File: src/drive_word_pkg.sv
// How it works
// - Command bits 1:0 pick one of four preset references.
// - Bit 2 low demands DC braking and stop, high allows ramping.
// - Bit 3 low disables the output stage at once so the motor coasts.
// - Bit 4 low demands a quick stop over the quick-stop ramp.
// - Bit 5 low freezes output frequency; only coast or brake stop it.
// - Bit 6 low ramps to stop; high permits a start.
// - A trip clears only on a rising edge of bit 7.
// - Bit 8 high replaces the reference with the jog speed.
// - Bit 9 selects ramp pair one or two.
// - Bit 10 low makes the whole command word ignored.
// - Bits 11 and 12 drive relays only when their function selects them.
// - Bit 13 selects set-up one or two only in multi set-up mode.
// - Bit 15 reverses only when reversing source is bus, OR or AND.
// - Status 0 is control ready, low on trip; status 1 drive ready.
// - Status 2 is low while coasting, high when a start would run.
// - Status 3 trip, 4 error without trip, 6 locked trip.
// - Status 5 is always zero.
// - Status 7 shows any warning.
// - Status 8 high when speed equals reference.
// - Status 9 high under bus control, low on off key or local site.
// - Status 10 frequency inside limits; 11 start present without coast, or running.
// - Status 12 overtemp stop, 13 voltage, 14 torque, 15 thermal timer.
package drive_word_pkg;

   localparam int CMD_REF_LSB = 0;
   localparam int CMD_REF_MSB = 1;
   localparam int CMD_RAMP_NOT_BRAKE = 2;
   localparam int CMD_NO_COAST = 3;
   localparam int CMD_NO_QSTOP = 4;
   localparam int CMD_NO_HOLD = 5;
   localparam int CMD_START = 6;
   localparam int CMD_RESET = 7;
   localparam int CMD_JOG = 8;
   localparam int CMD_RAMP2 = 9;
   localparam int CMD_VALID = 10;
   localparam int CMD_RELAY1 = 11;
   localparam int CMD_RELAY2 = 12;
   localparam int CMD_SETUP = 13;
   localparam int CMD_REVERSE = 15;

   localparam logic [15:0] CMD_RESET_VAL = 16'h0000;

   localparam logic [7:0] RELAY1_SEL_CODE = 8'h24;
   localparam logic [7:0] RELAY2_SEL_CODE = 8'h25;

   // Reversing source selection codes.
   localparam logic [1:0] REV_SRC_INPUT = 2'h0;
   localparam logic [1:0] REV_SRC_BUS = 2'h1;
   localparam logic [1:0] REV_SRC_OR = 2'h2;
   localparam logic [1:0] REV_SRC_AND = 2'h3;

   typedef struct packed {
      logic control_ready;
      logic drive_ready;
      logic tripped;
      logic error_no_trip;
      logic trip_locked;
      logic warning;
      logic speed_at_ref;
      logic off_key;
      logic local_site;
      logic freq_in_limits;
      logic output_running;
      logic overtemp_stop;
      logic voltage_fault;
      logic torque_exceeded;
      logic timer_exceeded;
   } drive_cond_type;

   typedef struct packed {
      logic [7:0] relay1_func;
      logic [7:0] relay2_func;
      logic multi_setup;
      logic [1:0] reverse_src;
   } drive_cfg_type;

   typedef struct packed {
      logic [1:0] preset_sel;
      logic dc_brake;
      logic coast;
      logic quick_stop;
      logic freeze;
      logic ramp_stop;
      logic jog;
      logic ramp_pair2;
      logic relay1;
      logic relay2;
      logic setup2;
      logic reverse;
   } drive_cmd_type;

endpackage : drive_word_pkg
File: src/drive_control_status_words.sv
`timescale 1ns/100ps
`default_nettype none
module drive_control_status_words
(
   // Clock and reset.
   input wire logic mclk,
   input wire logic rst_n,
   // Command word from the bus master.
   input wire logic [15:0] bus_command_word,
   input wire logic bus_command_strobe,
   // Drive configuration and present conditions.
   input wire drive_word_pkg::drive_cfg_type drive_cfg,
   input wire drive_word_pkg::drive_cond_type drive_cond,
   input wire logic reverse_input,
   // Decoded commands.
   output drive_word_pkg::drive_cmd_type drive_cmd,
   output logic trip_reset_pulse,
   // Status word back to the master.
   output logic [15:0] drive_state_word
);
   import drive_word_pkg::*;

   logic [15:0] cmd_word_ff;
   logic reset_bit_ff;
   drive_cmd_type cmd_ff;
   logic trip_reset_ff;
   logic [15:0] state_ff;
   drive_cmd_type nxt_cmd;
   logic [15:0] nxt_state;
   logic rev_allowed;
   logic take_word;

   // Words with the valid bit clear are dropped whole.
   assign take_word = bus_command_strobe
      & bus_command_word[CMD_VALID];

   always_ff @(posedge mclk)
   begin
      if (!rst_n)
      begin
         cmd_word_ff <= CMD_RESET_VAL;
      end
      else if (take_word)
      begin
         cmd_word_ff <= bus_command_word;
      end
   end

   // The reset bit is tracked per accepted word so only a 0-to-1 step acts.
   always_ff @(posedge mclk)
   begin
      if (!rst_n)
      begin
         reset_bit_ff <= 1'b0;
         trip_reset_ff <= 1'b0;
      end
      else
      begin
         trip_reset_ff <= take_word & bus_command_word[CMD_RESET]
            & ~reset_bit_ff;
         if (take_word)
         begin
            reset_bit_ff <= bus_command_word[CMD_RESET];
         end
      end
   end

   assign rev_allowed = (drive_cfg.reverse_src != REV_SRC_INPUT);

   always_comb
   begin
      nxt_cmd.preset_sel = cmd_word_ff[CMD_REF_MSB:CMD_REF_LSB];
      nxt_cmd.dc_brake = ~cmd_word_ff[CMD_RAMP_NOT_BRAKE];
      nxt_cmd.coast = ~cmd_word_ff[CMD_NO_COAST];
      nxt_cmd.freeze = ~cmd_word_ff[CMD_NO_HOLD];
      // While frozen, only coast or brake may stop the motor.
      nxt_cmd.quick_stop = ~cmd_word_ff[CMD_NO_QSTOP]
         & ~nxt_cmd.freeze;
      nxt_cmd.ramp_stop = ~cmd_word_ff[CMD_START]
         & ~nxt_cmd.freeze;
      nxt_cmd.jog = cmd_word_ff[CMD_JOG];
      nxt_cmd.ramp_pair2 = cmd_word_ff[CMD_RAMP2];
      nxt_cmd.relay1 = cmd_word_ff[CMD_RELAY1]
         & (drive_cfg.relay1_func == RELAY1_SEL_CODE);
      nxt_cmd.relay2 = cmd_word_ff[CMD_RELAY2]
         & (drive_cfg.relay2_func == RELAY2_SEL_CODE);
      nxt_cmd.setup2 = cmd_word_ff[CMD_SETUP]
         & drive_cfg.multi_setup;
      // Bit 14 is never read.
      unique case (drive_cfg.reverse_src)
         REV_SRC_BUS: nxt_cmd.reverse = cmd_word_ff[CMD_REVERSE];
         REV_SRC_OR: nxt_cmd.reverse = cmd_word_ff[CMD_REVERSE]
            | reverse_input;
         REV_SRC_AND: nxt_cmd.reverse = cmd_word_ff[CMD_REVERSE]
            & reverse_input;
         REV_SRC_INPUT: nxt_cmd.reverse = reverse_input;
      endcase
      if (!rev_allowed)
      begin
         nxt_cmd.reverse = reverse_input;
      end
   end

   always_ff @(posedge mclk)
   begin
      if (!rst_n)
      begin
         cmd_ff <= '0;
      end
      else
      begin
         cmd_ff <= nxt_cmd;
      end
   end

   always_comb
   begin
      nxt_state = 16'h0000;
      nxt_state[0] = drive_cond.control_ready
         & ~drive_cond.tripped;
      nxt_state[1] = drive_cond.drive_ready;
      nxt_state[2] = ~nxt_cmd.coast & ~drive_cond.tripped;
      nxt_state[3] = drive_cond.tripped;
      nxt_state[4] = drive_cond.error_no_trip;
      nxt_state[6] = drive_cond.trip_locked;
      nxt_state[7] = drive_cond.warning;
      nxt_state[8] = drive_cond.speed_at_ref;
      nxt_state[9] = ~drive_cond.off_key
         & ~drive_cond.local_site;
      nxt_state[10] = drive_cond.freq_in_limits;
      // A frozen word masks the ramp stop, so read the start bit itself.
      nxt_state[11] = (cmd_word_ff[CMD_START] & ~nxt_cmd.coast)
         | drive_cond.output_running;
      nxt_state[12] = drive_cond.overtemp_stop;
      nxt_state[13] = drive_cond.voltage_fault;
      nxt_state[14] = drive_cond.torque_exceeded;
      nxt_state[15] = drive_cond.timer_exceeded;
   end

   always_ff @(posedge mclk)
   begin
      if (!rst_n)
      begin
         state_ff <= 16'h0000;
      end
      else
      begin
         state_ff <= nxt_state;
      end
   end

   assign drive_cmd = cmd_ff;
   assign trip_reset_pulse = trip_reset_ff;
   assign drive_state_word = state_ff;

endmodule : drive_control_status_words
`default_nettype wire

File: config.mk
export PLATFORM = sky130hd
export DESIGN_NAME = drive_control_status_words
export DESIGN_NICKNAME = d
export VERILOG_FILES = /design/src/drive_word_pkg.sv /design/src/drive_control_status_words.sv
export SDC_FILE = /design/constraint.sdc
export NUM_CORES = 1
export LEC_CHECK = 0
export ABC_AREA = 1
export BUFFER_PORTS_ARGS = -buffer_cell sky130_fd_sc_hd__buf_2
export CAP_MARGIN = 5
export CORE_ASPECT_RATIO = 1.25
export CORE_MARGIN = 4
export CORE_UTILIZATION = 45
export CTS_CLUSTER_DIAMETER = 120
export DETAILED_ROUTE_END_ITERATION = 10
export PLACE_DENSITY = 0.86
export SLEW_MARGIN = 20
export SYNTH_ARGS = -nofsm -noshare
export SYNTH_HDL_FRONTEND = slang
export SYNTH_SLANG_ARGS = --single-unit
File: constraint.sdc
create_clock -name mclk -period 1.5 [get_ports mclk]
set_input_delay 0.225 -clock mclk [delete_from_list [all_inputs] [get_ports mclk]]
set_output_delay 0.225 -clock mclk [all_outputs]
set_load 0.05 [all_outputs]
==> reports/qor.json, run 1 <==
{
  "die-width": {"value": 57.80, "unit": "microns"},
  "place.detailed.hpwl": {"value": 2.358, "unit": "mm"},
  "cp-start-kind": {"value": "flip-flop"},
  "globalRouteOverflowTotal": {"value": 0},
  "total_cts_buffers": {"value": 5},
  "antenna_violating_nets_post_route": {"value": 0},
  "firstDrtPassIters": {"value": 4},
  "drive_above_1_share": {"value": 36.76, "unit": "%"},
  "post_cts.resized_instances": {"value": 0},
  "timing.critical_path.arrival": {"value": 0.94, "unit": "ns"},
  "top_level_ports": {"value": 84},
  "detail_route.drc_violations": {"value": 0},
  "pwr_density_cell": {"value": 1118, "unit": "nW/um^2"},
  "placed_cell_area": {"value": 1812, "unit": "sq um"},
  "drt-initial-drc-count": {"value": 21},
  "postSynthNetCount": {"value": 223},
  "timing.clock.skew": {"value": 0.004470, "unit": "ns"},
  "period_needed": {"value": 1.161, "unit": "ns"},
  "ys_ff_latch": {"value": 43},
  "h-tree-depth": {"value": 2},
  "crit_fanout": {"value": 1},
  "drt-vias-per-instance": {"value": 4.391},
  "antenna_violations_before_repair": {"value": 0},
  "setup_viol": {"value": 0},
  "ctsHoldBuffers": {"value": 0},
  "critical_path_buf_inv_count": {"value": 1},
  "delay_of_the_slowest_cell_on_the_worst_path": {"value": 0.34, "unit": "ns"},
  "syn_inst": {"value": 169},
  "critPathKind": {"value": "reg -> out"},
  "ys_types": {"value": 16},
  "final_core_util": {"value": 63.21, "unit": "%"},
  "design.die.area": {"value": 4060, "unit": "sq um"},
  "wl": {"value": 3.002, "unit": "mm"},
  "report.final.slew_viol_count": {"value": 0},
  "tritoncts": {"value": "yes"},
  "row_count": {"value": 22},
  "grt_first_pass_wirelength": {"value": 4.767, "unit": "mm"},
  "static-leakage-power": {"value": 1.060, "unit": "nW"},
  "clock_latency": {"value": 0.34, "unit": "ns"},
  "synth.yosys.warnings": {"value": 0},
  "clock_sink_count": {"value": 43},
  "route.vias.total": {"value": 1269},
  "fin_area": {"value": 1862, "unit": "sq um"},
  "slowest_stage": {"value": "sky130_fd_sc_hd__dfxtp_1"},
  "clock-root-buffer": {"value": "sky130_fd_sc_hd__clkbuf_4"},
  "finalWeightedCongestion": {"value": 0.7146},
  "die_height": {"value": 70.25, "unit": "microns"},
  "area_growth_syn_to_layout": {"value": 33.45, "unit": "%"},
  "synth.yosys.seq_area_share": {"value": 61.70, "unit": "%"},
  "vias_in_the_first_global_route": {"value": 1198},
  "rsz0062_at_grt": {"value": "false"},
  "wl_per_cell": {"value": 10.39, "unit": "microns"},
  "fillCellCount": {"value": 275},
  "clk_pin_slew": {"value": 0.11, "unit": "ns"},
  "cp_top_family": {"value": "flip-flops"},
  "worst-endpoint-required": {"value": 1.27, "unit": "ns"},
  "clock_tree.buffer_depth": {"value": 2},
  "crit_path_cell_trace": {"value": "buf_2"},
  "netlist_area": {"value": 1395, "unit": "sq um"},
  "syn_area_per_cell": {"value": 8.255, "unit": "sq um"},
  "crit_path_end_kind": {"value": "output port"},
  "grt_usage": {"value": 15.32, "unit": "%"},
  "peak_supply_drop": {"value": 0.8083, "unit": "mV"},
  "layout_worst_path_cycle_share": {"value": 77.39, "unit": "%"},
  "port_buffers": {"value": 81},
  "cap_violations": {"value": 0},
  "timing.final.hold_violations": {"value": 0},
  "num_antenna_cells": {"value": 0},
  "grt_start_max_net_pins": {"value": 17},
  "max_freq": {"value": 861.4, "unit": "MHz"},
  "final_net_count": {"value": 306},
  "initial_utilization": {"value": 47.37, "unit": "%"},
  "cts_setup_buffers": {"value": 0},
  "core_area": {"value": 2945, "unit": "sq um"},
  "setup_total_negative_slack": {"value": 0, "unit": "ns"},
  "holdCritPathClass": {"value": "in -> reg"},
  "status": {"value": "finished clean"}
}
## kinds of logic after synthesis
family                 count (synthesis)  share of synthesized area, %
AOI/OAI and AO/OA                     16                         6.009
buffers and inverters                 32                         10.22
other                                  1                        0.2688
and+or+nand+nor                       77                         21.79
DFF                                   43                         61.70
## placed cells by master, fill, tap and decap left out
cell,count
sky130_fd_sc_hd__buf_2,81
sky130_fd_sc_hd__nor2_1,44
sky130_fd_sc_hd__dfxtp_1,43
sky130_fd_sc_hd__inv_1,23
sky130_fd_sc_hd__nand2_1,22
sky130_fd_sc_hd__o21ai_0,13
sky130_fd_sc_hd__nand3_1,6
sky130_fd_sc_hd__clkbuf_4,5
sky130_fd_sc_hd__nor3_1,4
sky130_fd_sc_hd__inv_2,2
sky130_fd_sc_hd__a21oi_1,2
sky130_fd_sc_hd__clkbuf_1,2
sky130_fd_sc_hd__buf_4,2
sky130_fd_sc_hd__nand2_2,1
sky130_fd_sc_hd__a21oi_2,1
sky130_fd_sc_hd__conb_1,1
sky130_fd_sc_hd__clkinv_2,1
## cell usage after synthesis
library cell | number | area (sq um)
sky130_fd_sc_hd__inv_1 | 23 | 86.33
sky130_fd_sc_hd__nand3_1 | 6 | 30.03
sky130_fd_sc_hd__a21oi_2 | 1 | 8.760
sky130_fd_sc_hd__nand2_2 | 1 | 6.260
sky130_fd_sc_hd__nor2_1 | 44 | 165.2
sky130_fd_sc_hd__clkbuf_2 | 1 | 5.000
sky130_fd_sc_hd__buf_2 | 2 | 10.01
sky130_fd_sc_hd__buf_6 | 1 | 11.26
sky130_fd_sc_hd__nor3_1 | 4 | 20.02
sky130_fd_sc_hd__buf_4 | 3 | 22.52
sky130_fd_sc_hd__o21ai_0 | 13 | 65.06
sky130_fd_sc_hd__nand2_1 | 22 | 82.58
sky130_fd_sc_hd__conb_1 | 1 | 3.750
sky130_fd_sc_hd__a21oi_1 | 2 | 10.01
sky130_fd_sc_hd__inv_2 | 2 | 7.510
sky130_fd_sc_hd__dfxtp_1 | 43 | 860.8
## metal layers
metal | GRT usage (%) | vias to the layer above | share of wire [%]
li1 | - | 673 | -
met1 | 14.07 | 548 | 35
met2 | 29.65 | 44 | 55
met3 | 4.806 | 4 | 8.3
met4 | 6.186 | 0 | 1.6
met5 | 0 | - | 0
## path summary, 6_finish.rpt
kind,startpoint,end,slack [ns],cells past startpoint
hold reg to reg,cmd_word_ff[2],drive_cmd[10],0.42,1
setup / recovery,drive_state_word[13],drive_state_word[13],0.34,1
hold / removal,drive_cond[6],drive_state_word[9],0.04,2
setup reg to reg,cmd_word_ff[15],drive_cmd[0],0.81,4
## where the power goes
part           internal [mW]  switching, mW  total (mW)
sequential              1.20         0.0210        1.22
clock                  0.183          0.334       0.517
combinational          0.110          0.232       0.342
total                   1.49          0.587        2.08
## per-stage QoR
| stage | power, mW | hold slack (ns) | std cells | setup slack (ns) |
|---|---|---|---|---|
| after floorplan | 1.479 | 0.2965 | 169 | 0.6877 |
| after global placement | 1.583 | 0.3905 | 281 | 0.4802 |
| after detailed placement | 1.594 | 0.4014 | 281 | 0.4578 |
| after CTS | 2.105 | 0.02834 | 289 | 0.3144 |
| after global routing | 2.195 | 0.02053 | 289 | 0.2830 |
| final | 2.081 | 0.03552 | 289 | 0.3391 |
## state kept, by name, summed over array words and instances (netlist names)
name and flops:
cmd_word_ff 14, trip_reset_pulse 1, drive_state_word 15, drive_cmd 13
## cell type report
cell class	count	area [sq um]	area share [%]
clock buffers	7	45.04	2.419
well taps	36	45.04	2.419
repair buffers	83	420.4	22.58
flip-flops and latches	43	860.8	46.24
clock inverters	1	5.005	0.2688
inverters	25	93.84	5.040
multi-input cells	94	391.6	21.03
Power figures use the tool's default switching activity.
==> inputs of run 2 (changes only) <==
--- a/config.mk
+++ b/config.mk
@@ -5,15 +5,15 @@
 export SDC_FILE = /design/constraint.sdc
 export NUM_CORES = 1
 export LEC_CHECK = 0
-export ABC_AREA = 1
+export ABC_AREA = 0
 export BUFFER_PORTS_ARGS = -buffer_cell sky130_fd_sc_hd__buf_2
 export CAP_MARGIN = 5
 export CORE_ASPECT_RATIO = 1.25
 export CORE_MARGIN = 4
-export CORE_UTILIZATION = 45
+export CORE_UTILIZATION = 37
 export CTS_CLUSTER_DIAMETER = 120
 export DETAILED_ROUTE_END_ITERATION = 10
-export PLACE_DENSITY = 0.86
+export PLACE_DENSITY = 0.77
 export SLEW_MARGIN = 20
 export SYNTH_ARGS = -nofsm -noshare
 export SYNTH_HDL_FRONTEND = slang
==> constraint.sdc (replaced) <==
create_clock -name mclk -period 1 [get_ports mclk]
set_input_delay 0.15 -clock mclk [delete_from_list [all_inputs] [get_ports mclk]]
set_output_delay 0.15 -clock mclk [all_outputs]
set_load 0.05 [all_outputs]
==> run 2 against run 1 <==
The run now ends with negative setup slack left. Sequential share of layout area fell by 4.4 points. First-iteration DRC count rose by 62%. Hold slack got worse by 0.023 ns. Utilization fell by 4.5 points. Worst setup slack got worse by 0.34 ns. Critical path type is now reg -> reg. Largest cell class unchanged.
==> reports/qor.json, run 2 <==
{
  "rsz0062_at_grt": {"value": "true", "change": "was false"},
  "grt_usage": {"value": 15.53, "unit": "%", "change": "was 15.32%"},
  "placed_cells": {"value": 257, "change": "was 281"},
  "port_buffers": {"value": 81, "change": "unchanged"},
  "die-width": {"value": 62, "unit": "microns", "change": "was 57.80 microns"},
  "setup_total_negative_slack": {"value": -0.001157, "unit": "ns", "change": "was 0 ns"},
  "clock-root-buffer": {"value": "sky130_fd_sc_hd__clkbuf_8", "change": "was sky130_fd_sc_hd__clkbuf_4"},
  "max_freq": {"value": 998.8, "unit": "MHz"},
  "critPathKind": {"value": "reg -> reg", "change": "was reg -> out"},
  "library_cell_with_the_highest_instance_count_after_synthesis": {"value": "sky130_fd_sc_hd__dfxtp_1", "change": "was sky130_fd_sc_hd__nor2_1"},
  "syn_inst": {"value": 136, "change": "was 169"},
  "syn_area_per_cell": {"value": 9.918, "unit": "sq um", "change": "was 8.255 sq um"},
  "internal_power": {"value": 2.739, "unit": "mW", "change": "was 1.494 mW"},
  "globalRouteOverflowTotal": {"value": 0, "change": "unchanged"},
  "drive_above_1_share": {"value": 44.74, "unit": "%", "change": "was 36.76%"},
  "synth.yosys.seq_area_share": {"value": 63.82, "unit": "%", "change": "was 61.70%"},
  "violated_checks": {"value": "negative setup slack"},
  "report.power.total": {"value": 3.661, "unit": "mW", "change": "was 2.081 mW"},
  "period_needed": {"value": 1.001, "unit": "ns"},
  "yosysTopAreaCell": {"value": "sky130_fd_sc_hd__dfxtp_1", "change": "unchanged"},
  "ys_ff_latch": {"value": 43, "change": "unchanged"},
  "synth.area.top_cells": {"value": "sky130_fd_sc_hd__dfxtp_1, sky130_fd_sc_hd__nand2_1, sky130_fd_sc_hd__and2_1", "change": "was sky130_fd_sc_hd__dfxtp_1, sky130_fd_sc_hd__nor2_1, sky130_fd_sc_hd__inv_1"},
  "final_critical_path_setup_slack": {"value": -0.001157, "unit": "ns", "change": "was 0.3391 ns"},
  "mostFrequentLayoutCell": {"value": "sky130_fd_sc_hd__buf_2", "change": "unchanged"},
  "final_core_util": {"value": 58.69, "unit": "%", "change": "was 63.21%"},
  "drt-initial-drc-count": {"value": 34, "change": "was 21"},
  "power_switching_share": {"value": 25.20, "unit": "%", "change": "was 28.20%"},
  "grt_first_pass_wirelength": {"value": 5.202, "unit": "mm", "change": "was 4.767 mm"},
  "peak_supply_drop": {"value": 1.328, "unit": "mV", "change": "was 0.8083 mV"},
  "timing.clock.skew": {"value": 0.001902, "unit": "ns", "change": "was 0.004470 ns"},
  "share_clk_of_total_power": {"value": 36.2, "unit": "%", "change": "was 24.8%"},
  "place.detailed.hpwl": {"value": 2.574, "unit": "mm", "change": "was 2.358 mm"},
  "main_flop_type_after_synthesis": {"value": "sky130_fd_sc_hd__dfxtp_1", "change": "unchanged"},
  "holdCritPathClass": {"value": "in -> reg", "change": "unchanged"},
  "static-leakage-power": {"value": 0.9764, "unit": "nW", "change": "was 1.060 nW"},
  "area_growth_syn_to_layout": {"value": 52.88, "unit": "%", "change": "was 33.45%"},
  "synth_common_cells": {"value": "sky130_fd_sc_hd__dfxtp_1, sky130_fd_sc_hd__nand2_1, sky130_fd_sc_hd__a21oi_1", "change": "was sky130_fd_sc_hd__nor2_1, sky130_fd_sc_hd__dfxtp_1, sky130_fd_sc_hd__inv_1"},
  "timing.final.hold_violations": {"value": 0, "change": "unchanged"},
  "row_count": {"value": 24, "change": "was 22"},
  "crit_path_end_kind": {"value": "flip-flop", "change": "was output port"},
  "die_height": {"value": 75.51, "unit": "microns", "change": "was 70.25 microns"},
  "total_cts_buffers": {"value": 5, "change": "unchanged"},
  "timing.critical_path.arrival": {"value": 1.21, "unit": "ns", "change": "was 0.94 ns"},
  "grt_start_max_net_pins": {"value": 15, "change": "was 17"},
  "placed_cell_area": {"value": 1827, "unit": "sq um", "change": "was 1812 sq um"},
  "firstDrtPassIters": {"value": 3, "change": "was 4"},
  "clk_pin_slew": {"value": 0.08, "unit": "ns", "change": "was 0.11 ns"},
  "postSynthNetCount": {"value": 190, "change": "was 223"},
  "route.vias.total": {"value": 1200, "change": "was 1269"},
  "fin_area": {"value": 2062, "unit": "sq um", "change": "was 1862 sq um"},
  "cts_setup_buffers": {"value": 0, "change": "unchanged"},
  "crit_fanout": {"value": 2, "change": "was 1"},
  "initial_utilization": {"value": 38.39, "unit": "%", "change": "was 47.37%"},
  "post_place_worst_slack": {"value": 0.005323, "unit": "ns", "change": "was 0.4578 ns"},
  "finish.cell_count_without_fillers": {"value": 267, "change": "was 289"},
  "synth.yosys.warnings": {"value": 0, "change": "unchanged"},
  "worst-endpoint-required": {"value": 1.21, "unit": "ns", "change": "was 1.27 ns"},
  "antenna_violations_before_repair": {"value": 0, "change": "unchanged"},
  "pwr_density_cell": {"value": 1776, "unit": "nW/um^2", "change": "was 1118 nW/um^2"},
  "top_library_cells_by_usage_in_the_layout_fill_and_taps_aside": {"value": "sky130_fd_sc_hd__buf_2, sky130_fd_sc_hd__dfxtp_1, sky130_fd_sc_hd__nand2_1, sky130_fd_sc_hd__buf_4, sky130_fd_sc_hd__a21oi_1", "change": "was sky130_fd_sc_hd__buf_2, sky130_fd_sc_hd__nor2_1, sky130_fd_sc_hd__dfxtp_1, sky130_fd_sc_hd__inv_1, sky130_fd_sc_hd__nand2_1"},
  "netlist_area": {"value": 1349, "unit": "sq um", "change": "was 1395 sq um"},
  "clock_tree.buffer_depth": {"value": 2, "change": "unchanged"},
  "final_net_count": {"value": 281, "change": "was 306"},
  "wl_per_cell": {"value": 13.04, "unit": "microns", "change": "was 10.39 microns"},
  "clock_sink_count": {"value": 43, "change": "unchanged"},
  "wl": {"value": 3.483, "unit": "mm", "change": "was 3.002 mm"},
  "largest_register_ff_count": {"value": 15, "change": "unchanged"},
  "clock_latency": {"value": 0.29, "unit": "ns", "change": "was 0.34 ns"},
  "detail_route.drc_violations": {"value": 0, "change": "unchanged"},
  "h-tree-depth": {"value": 2, "change": "unchanged"},
  "whs": {"value": 0.01261, "unit": "ns", "change": "was 0.03552 ns"},
  "setup_viol": {"value": 1, "change": "was 0"},
  "async_reset_ff_share": {"value": 0, "unit": "%", "change": "unchanged"},
  "tritoncts": {"value": "yes", "change": "unchanged"},
  "ys_types": {"value": 19, "change": "was 16"},
  "yosysTopAreaCellShare": {"value": 63.82, "unit": "%", "change": "was 61.70%"},
  "vias_in_the_first_global_route": {"value": 1236, "change": "was 1198"},
  "report.final.slew_viol_count": {"value": 0, "change": "unchanged"},
  "antenna_violating_nets_post_route": {"value": 0, "change": "unchanged"},
  "cap_violations": {"value": 0, "change": "unchanged"},
  "seqPwrFrac": {"value": 49.6, "unit": "%", "change": "was 58.7%"},
  "design.die.area": {"value": 4681, "unit": "sq um", "change": "was 4060 sq um"},
  "finalWeightedCongestion": {"value": 0.7583, "change": "was 0.7146"},
  "synth_enable_flop_cells": {"value": 0, "change": "unchanged"},
  "net-switching-power": {"value": 0.9226, "unit": "mW", "change": "was 0.5869 mW"},
  "drt-vias-per-instance": {"value": 4.494, "change": "was 4.391"},
  "cp-start-kind": {"value": "flip-flop", "change": "unchanged"},
  "ff2ff_setup_slack": {"value": -0.001, "unit": "ns", "change": "was 0.81 ns"},
  "status": {"value": "finished, violations left", "change": "was finished clean"},
  "layout_worst_path_cycle_share": {"value": 100.1, "unit": "%"},
  "num_antenna_cells": {"value": 0, "change": "unchanged"},
  "power.combinational.fraction": {"value": 14.2, "unit": "%", "change": "was 16.4%"},
  "core_area": {"value": 3513, "unit": "sq um", "change": "was 2945 sq um"},
  "top_level_ports": {"value": 84, "change": "unchanged"}
}
## run 2: cell count changes after synthesis, moves of 3 or more
| cell | change |
|---|---|
| sky130_fd_sc_hd__a21oi_1 | +15 |
| sky130_fd_sc_hd__clkbuf_1 | +3 |
| sky130_fd_sc_hd__nand2_1 | +10 |
| sky130_fd_sc_hd__nor2_1 | -38 |
| sky130_fd_sc_hd__inv_1 | -21 |
| sky130_fd_sc_hd__nand3_1 | -6 |
| sky130_fd_sc_hd__and2_1 | +15 |
| sky130_fd_sc_hd__o21ai_0 | -13 |
## run 2: final timing paths
kind              startpoint       endpoint  depth (start not counted)
max          cmd_word_ff[11]   drive_cmd[3]                          2
min             drive_cfg[9]   drive_cmd[2]                          2
max reg2reg  cmd_word_ff[11]   drive_cmd[3]                          2
min reg2reg   cmd_word_ff[2]  drive_cmd[10]                          1
## run 2: power groups by stage
stage               clock network (mW)  registers [mW]  logic [mW]
floorplan                            0            2.02       0.116
global placement                     0            1.85       0.471
detailed placement                   0            1.85       0.477
CTS                               1.37            1.81       0.512
global route                      1.45            1.82       0.563
finish                            1.33            1.82       0.520
## run 2: final cells by class
class,count,area (sq um)
sequential,43,863.3
inverter,2,7.507
tap,39,48.80
clock inverter,3,43.79
clock buffer,5,68.82
fill,324,1451
multi-input combinational,84,452.9
timing repair buffer,91,576.8
## run 2: worst max-delay path, stage by stage, from the launching register on
cell and delay [ns]:
sky130_fd_sc_hd__dfxtp_2 0.33, sky130_fd_sc_hd__or4b_4 0.47, sky130_fd_sc_hd__nor4_4 0.13
## run 2: logic make-up (layout without fill, tap and decap cells)
group | Yosys count | count (layout) | share of synthesized area, %
compound gates | 18 | 18 | 6.957
flops | 43 | 43 | 63.82
buf+inv | 9 | 101 | 3.247
simple gates | 65 | 65 | 25.70
other cells | 1 | 1 | 0.2780
## run 2: what timing repair did
| item | in CTS | in global routing |
|---|---|---|
| gates resized for setup | 30 | 7 |
| endpoints found under the hold margin | 1 | 0 |
| hold buffers | 2 | 0 |
| setup endpoints to repair | 30 | 7 |
| pin swaps | 0 | 0 |
## run 2: layer usage
layer / GRT usage, % / up-vias / part of all wire, %
met5: 0 / - / 0
met4: 9.670 / 0 / 2.7
met3: 5.593 / 8 / 10
met2: 28.34 / 49 / 55
met1: 13.99 / 527 / 32
li1: - / 616 / -
==> inputs of run 3 (changes only) <==
--- a/config.mk
+++ b/config.mk
@@ -13,7 +13,9 @@
 export CORE_UTILIZATION = 37
 export CTS_CLUSTER_DIAMETER = 120
 export DETAILED_ROUTE_END_ITERATION = 10
+export MAX_ROUTING_LAYER = met4
 export PLACE_DENSITY = 0.77
+export SKIP_CTS_REPAIR_TIMING = 1
 export SLEW_MARGIN = 20
 export SYNTH_ARGS = -nofsm -noshare
 export SYNTH_HDL_FRONTEND = slang
==> run 3 against run 2 <==
Worst setup slack improved by 0.00053 ns. Flip-flop and latch count is the same. Sequential share of layout area is 0.15 points lower. Hold slack about the same. Routed wire length shrank 0.11%. Utilization is 0.21 points higher. Count of clock-buffer cells in the layout stayed put. Sequential power hardly changed. The flow still finishes with violations (negative setup slack). Die area stayed put. Register-to-register slack about the same. Critical path depth unchanged.
==> reports/qor.json, run 3 (synthesized netlist as in run 2, its figures left out) <==
{
  "violated_checks": {"value": "negative setup slack", "change": "unchanged"},
  "peak_supply_drop": {"value": 1.352, "unit": "mV", "change": "was 1.328 mV"},
  "firstDrtPassIters": {"value": 4, "change": "was 3"},
  "placed_cell_area": {"value": 1827, "unit": "sq um", "change": "unchanged"},
  "finalWeightedCongestion": {"value": 0.7681, "change": "was 0.7583"},
  "timing.final.hold_violations": {"value": 0, "change": "unchanged"},
  "rsz0062_at_grt": {"value": "true", "change": "unchanged"},
  "drt-vias-per-instance": {"value": 4.517, "change": "was 4.494"},
  "wl": {"value": 3.479, "unit": "mm", "change": "was 3.483 mm"},
  "top_library_cells_by_usage_in_the_layout_fill_and_taps_aside": {"value": "sky130_fd_sc_hd__buf_2, sky130_fd_sc_hd__dfxtp_1, sky130_fd_sc_hd__nand2_1, sky130_fd_sc_hd__buf_4, sky130_fd_sc_hd__a21oi_1", "change": "unchanged"},
  "crit_fanout": {"value": 2, "change": "unchanged"},
  "worst-endpoint-required": {"value": 1.21, "unit": "ns", "change": "about the same"},
  "clock-root-buffer": {"value": "sky130_fd_sc_hd__clkbuf_8", "change": "unchanged"},
  "post_place_worst_slack": {"value": 0.005323, "unit": "ns", "change": "unchanged"},
  "timing.clock.skew": {"value": 0.001999, "unit": "ns", "change": "was 0.001902 ns"},
  "crit_path_end_kind": {"value": "flip-flop", "change": "unchanged"},
  "fillCellCount": {"value": 322, "change": "was 324"},
  "place.detailed.hpwl": {"value": 2.574, "unit": "mm", "change": "unchanged"},
  "period_needed": {"value": 1.001, "unit": "ns", "change": "about the same"},
  "cap_violations": {"value": 0, "change": "unchanged"},
  "drive_above_1_share": {"value": 44.74, "unit": "%", "change": "unchanged"},
  "area_growth_syn_to_layout": {"value": 53.43, "unit": "%", "change": "was 52.88%"},
  "route.vias.total": {"value": 1206, "change": "was 1200"},
  "grt_start_max_net_pins": {"value": 15, "change": "unchanged"},
  "mostFrequentLayoutCell": {"value": "sky130_fd_sc_hd__buf_2", "change": "unchanged"},
  "clock_latency": {"value": 0.29, "unit": "ns", "change": "about the same"},
  "final_critical_path_setup_slack": {"value": -0.0006313, "unit": "ns", "change": "was -0.001157 ns"},
  "multi_input_comb_area": {"value": 452.9, "unit": "sq um", "change": "unchanged"},
  "die-width": {"value": 62, "unit": "microns", "change": "unchanged"},
  "holdCritPathClass": {"value": "in -> reg", "change": "unchanged"},
  "max_freq": {"value": 999.4, "unit": "MHz", "change": "was 998.8 MHz"},
  "design.die.area": {"value": 4681, "unit": "sq um", "change": "unchanged"},
  "status": {"value": "finished, violations left", "change": "unchanged"},
  "drt-initial-drc-count": {"value": 44, "change": "was 34"},
  "fin_area": {"value": 2069, "unit": "sq um", "change": "was 2062 sq um"},
  "critPathKind": {"value": "reg -> reg", "change": "unchanged"},
  "static-leakage-power": {"value": 0.9774, "unit": "nW", "change": "was 0.9764 nW"},
  "largest_register_ff_count": {"value": 15, "change": "unchanged"},
  "report.final.slew_viol_count": {"value": 0, "change": "unchanged"},
  "clk_pin_slew": {"value": 0.08, "unit": "ns", "change": "about the same"},
  "tritoncts": {"value": "yes", "change": "unchanged"},
  "total_cts_buffers": {"value": 5, "change": "unchanged"},
  "layout_worst_path_cycle_share": {"value": 100.1, "unit": "%", "change": "about the same"},
  "globalRouteOverflowTotal": {"value": 0, "change": "unchanged"},
  "antenna_violations_before_repair": {"value": 0, "change": "unchanged"},
  "top_level_ports": {"value": 84, "change": "unchanged"},
  "grt_usage": {"value": 15.64, "unit": "%", "change": "was 15.53%"},
  "final_net_count": {"value": 281, "change": "unchanged"},
  "setup_viol": {"value": 1, "change": "unchanged"},
  "vias_in_the_first_global_route": {"value": 1206, "change": "was 1236"},
  "register_area": {"value": 863.3, "unit": "sq um", "change": "unchanged"},
  "row_count": {"value": 24, "change": "unchanged"},
  "core_area": {"value": 3513, "unit": "sq um", "change": "unchanged"},
  "pwr_density_cell": {"value": 1774, "unit": "nW/um^2", "change": "was 1776 nW/um^2"},
  "num_antenna_cells": {"value": 0, "change": "unchanged"},
  "h-tree-depth": {"value": 2, "change": "unchanged"},
  "clock_sink_count": {"value": 43, "change": "unchanged"},
  "grt_first_pass_wirelength": {"value": 5.099, "unit": "mm", "change": "was 5.202 mm"},
  "port_buffers": {"value": 81, "change": "unchanged"},
  "wl_per_cell": {"value": 13.03, "unit": "microns", "change": "was 13.04 microns"},
  "antenna_violating_nets_post_route": {"value": 0, "change": "unchanged"},
  "cp-start-kind": {"value": "flip-flop", "change": "unchanged"},
  "clock_tree.buffer_depth": {"value": 2, "change": "unchanged"},
  "die_height": {"value": 75.51, "unit": "microns", "change": "unchanged"},
  "initial_utilization": {"value": 38.39, "unit": "%", "change": "unchanged"},
  "timing.critical_path.arrival": {"value": 1.21, "unit": "ns", "change": "about the same"},
  "detail_route.drc_violations": {"value": 0, "change": "unchanged"}
}
run 3: through the flow:
step           power, mW  instances  util (%)    TNS (ns)  hold slack (ns)
2_1_floorplan      2.138        136         -           0           0.2185
3_3_place_gp       2.319        257     51.99           0           0.3113
3_5_place_dp       2.328        257     51.99           0           0.3154
4_1_cts            3.661        265     55.20     -0.5681        -0.005110
5_1_grt            3.854        267     58.90    -0.08641         0.006029
6_report           3.671        267     58.90  -0.0006313          0.01237
run 3: cell type report:
cell class              count  area share [%]
flip-flops and latches     43           41.72
clock inverters             3           2.116
repair buffers             91           28.23
inverters                   2          0.3628
multi-input cells          84           21.89
well taps                  39           2.358
clock buffers               5           3.325
run 3: power by group:
group	internal (mW)	switching, mW
clock network	0.743	0.592
registers	1.79	0.0294
logic	0.210	0.310
run 3: layer usage:
layer / track usage, % / up-vias / wire length [microns]
li1: - / 616 / -
met1: 14.83 / 533 / 1150
met2: 27.07 / 49 / 1911
met3: 4.407 / 8 / 322
met4: 9.670 / 0 / 95
met5: - / - / 0
run 3: worst max-delay path, stage by stage, from the launching register on:
cell and delay (ns):
sky130_fd_sc_hd__dfxtp_2 0.33, sky130_fd_sc_hd__or4b_4 0.47, sky130_fd_sc_hd__nor4_4 0.13
run 3: path summary, 6_finish.rpt:
check / from / to / cells after the start / slack, ns
setup / recovery: cmd_word_ff[11] / drive_cmd[3] / 2 / -0.0006
hold / removal: drive_cfg[9] / drive_cmd[2] / 2 / 0.01
hold reg to reg: cmd_word_ff[2] / drive_cmd[10] / 1 / 0.42
setup reg to reg: cmd_word_ff[11] / drive_cmd[3] / 2 / -0.0006
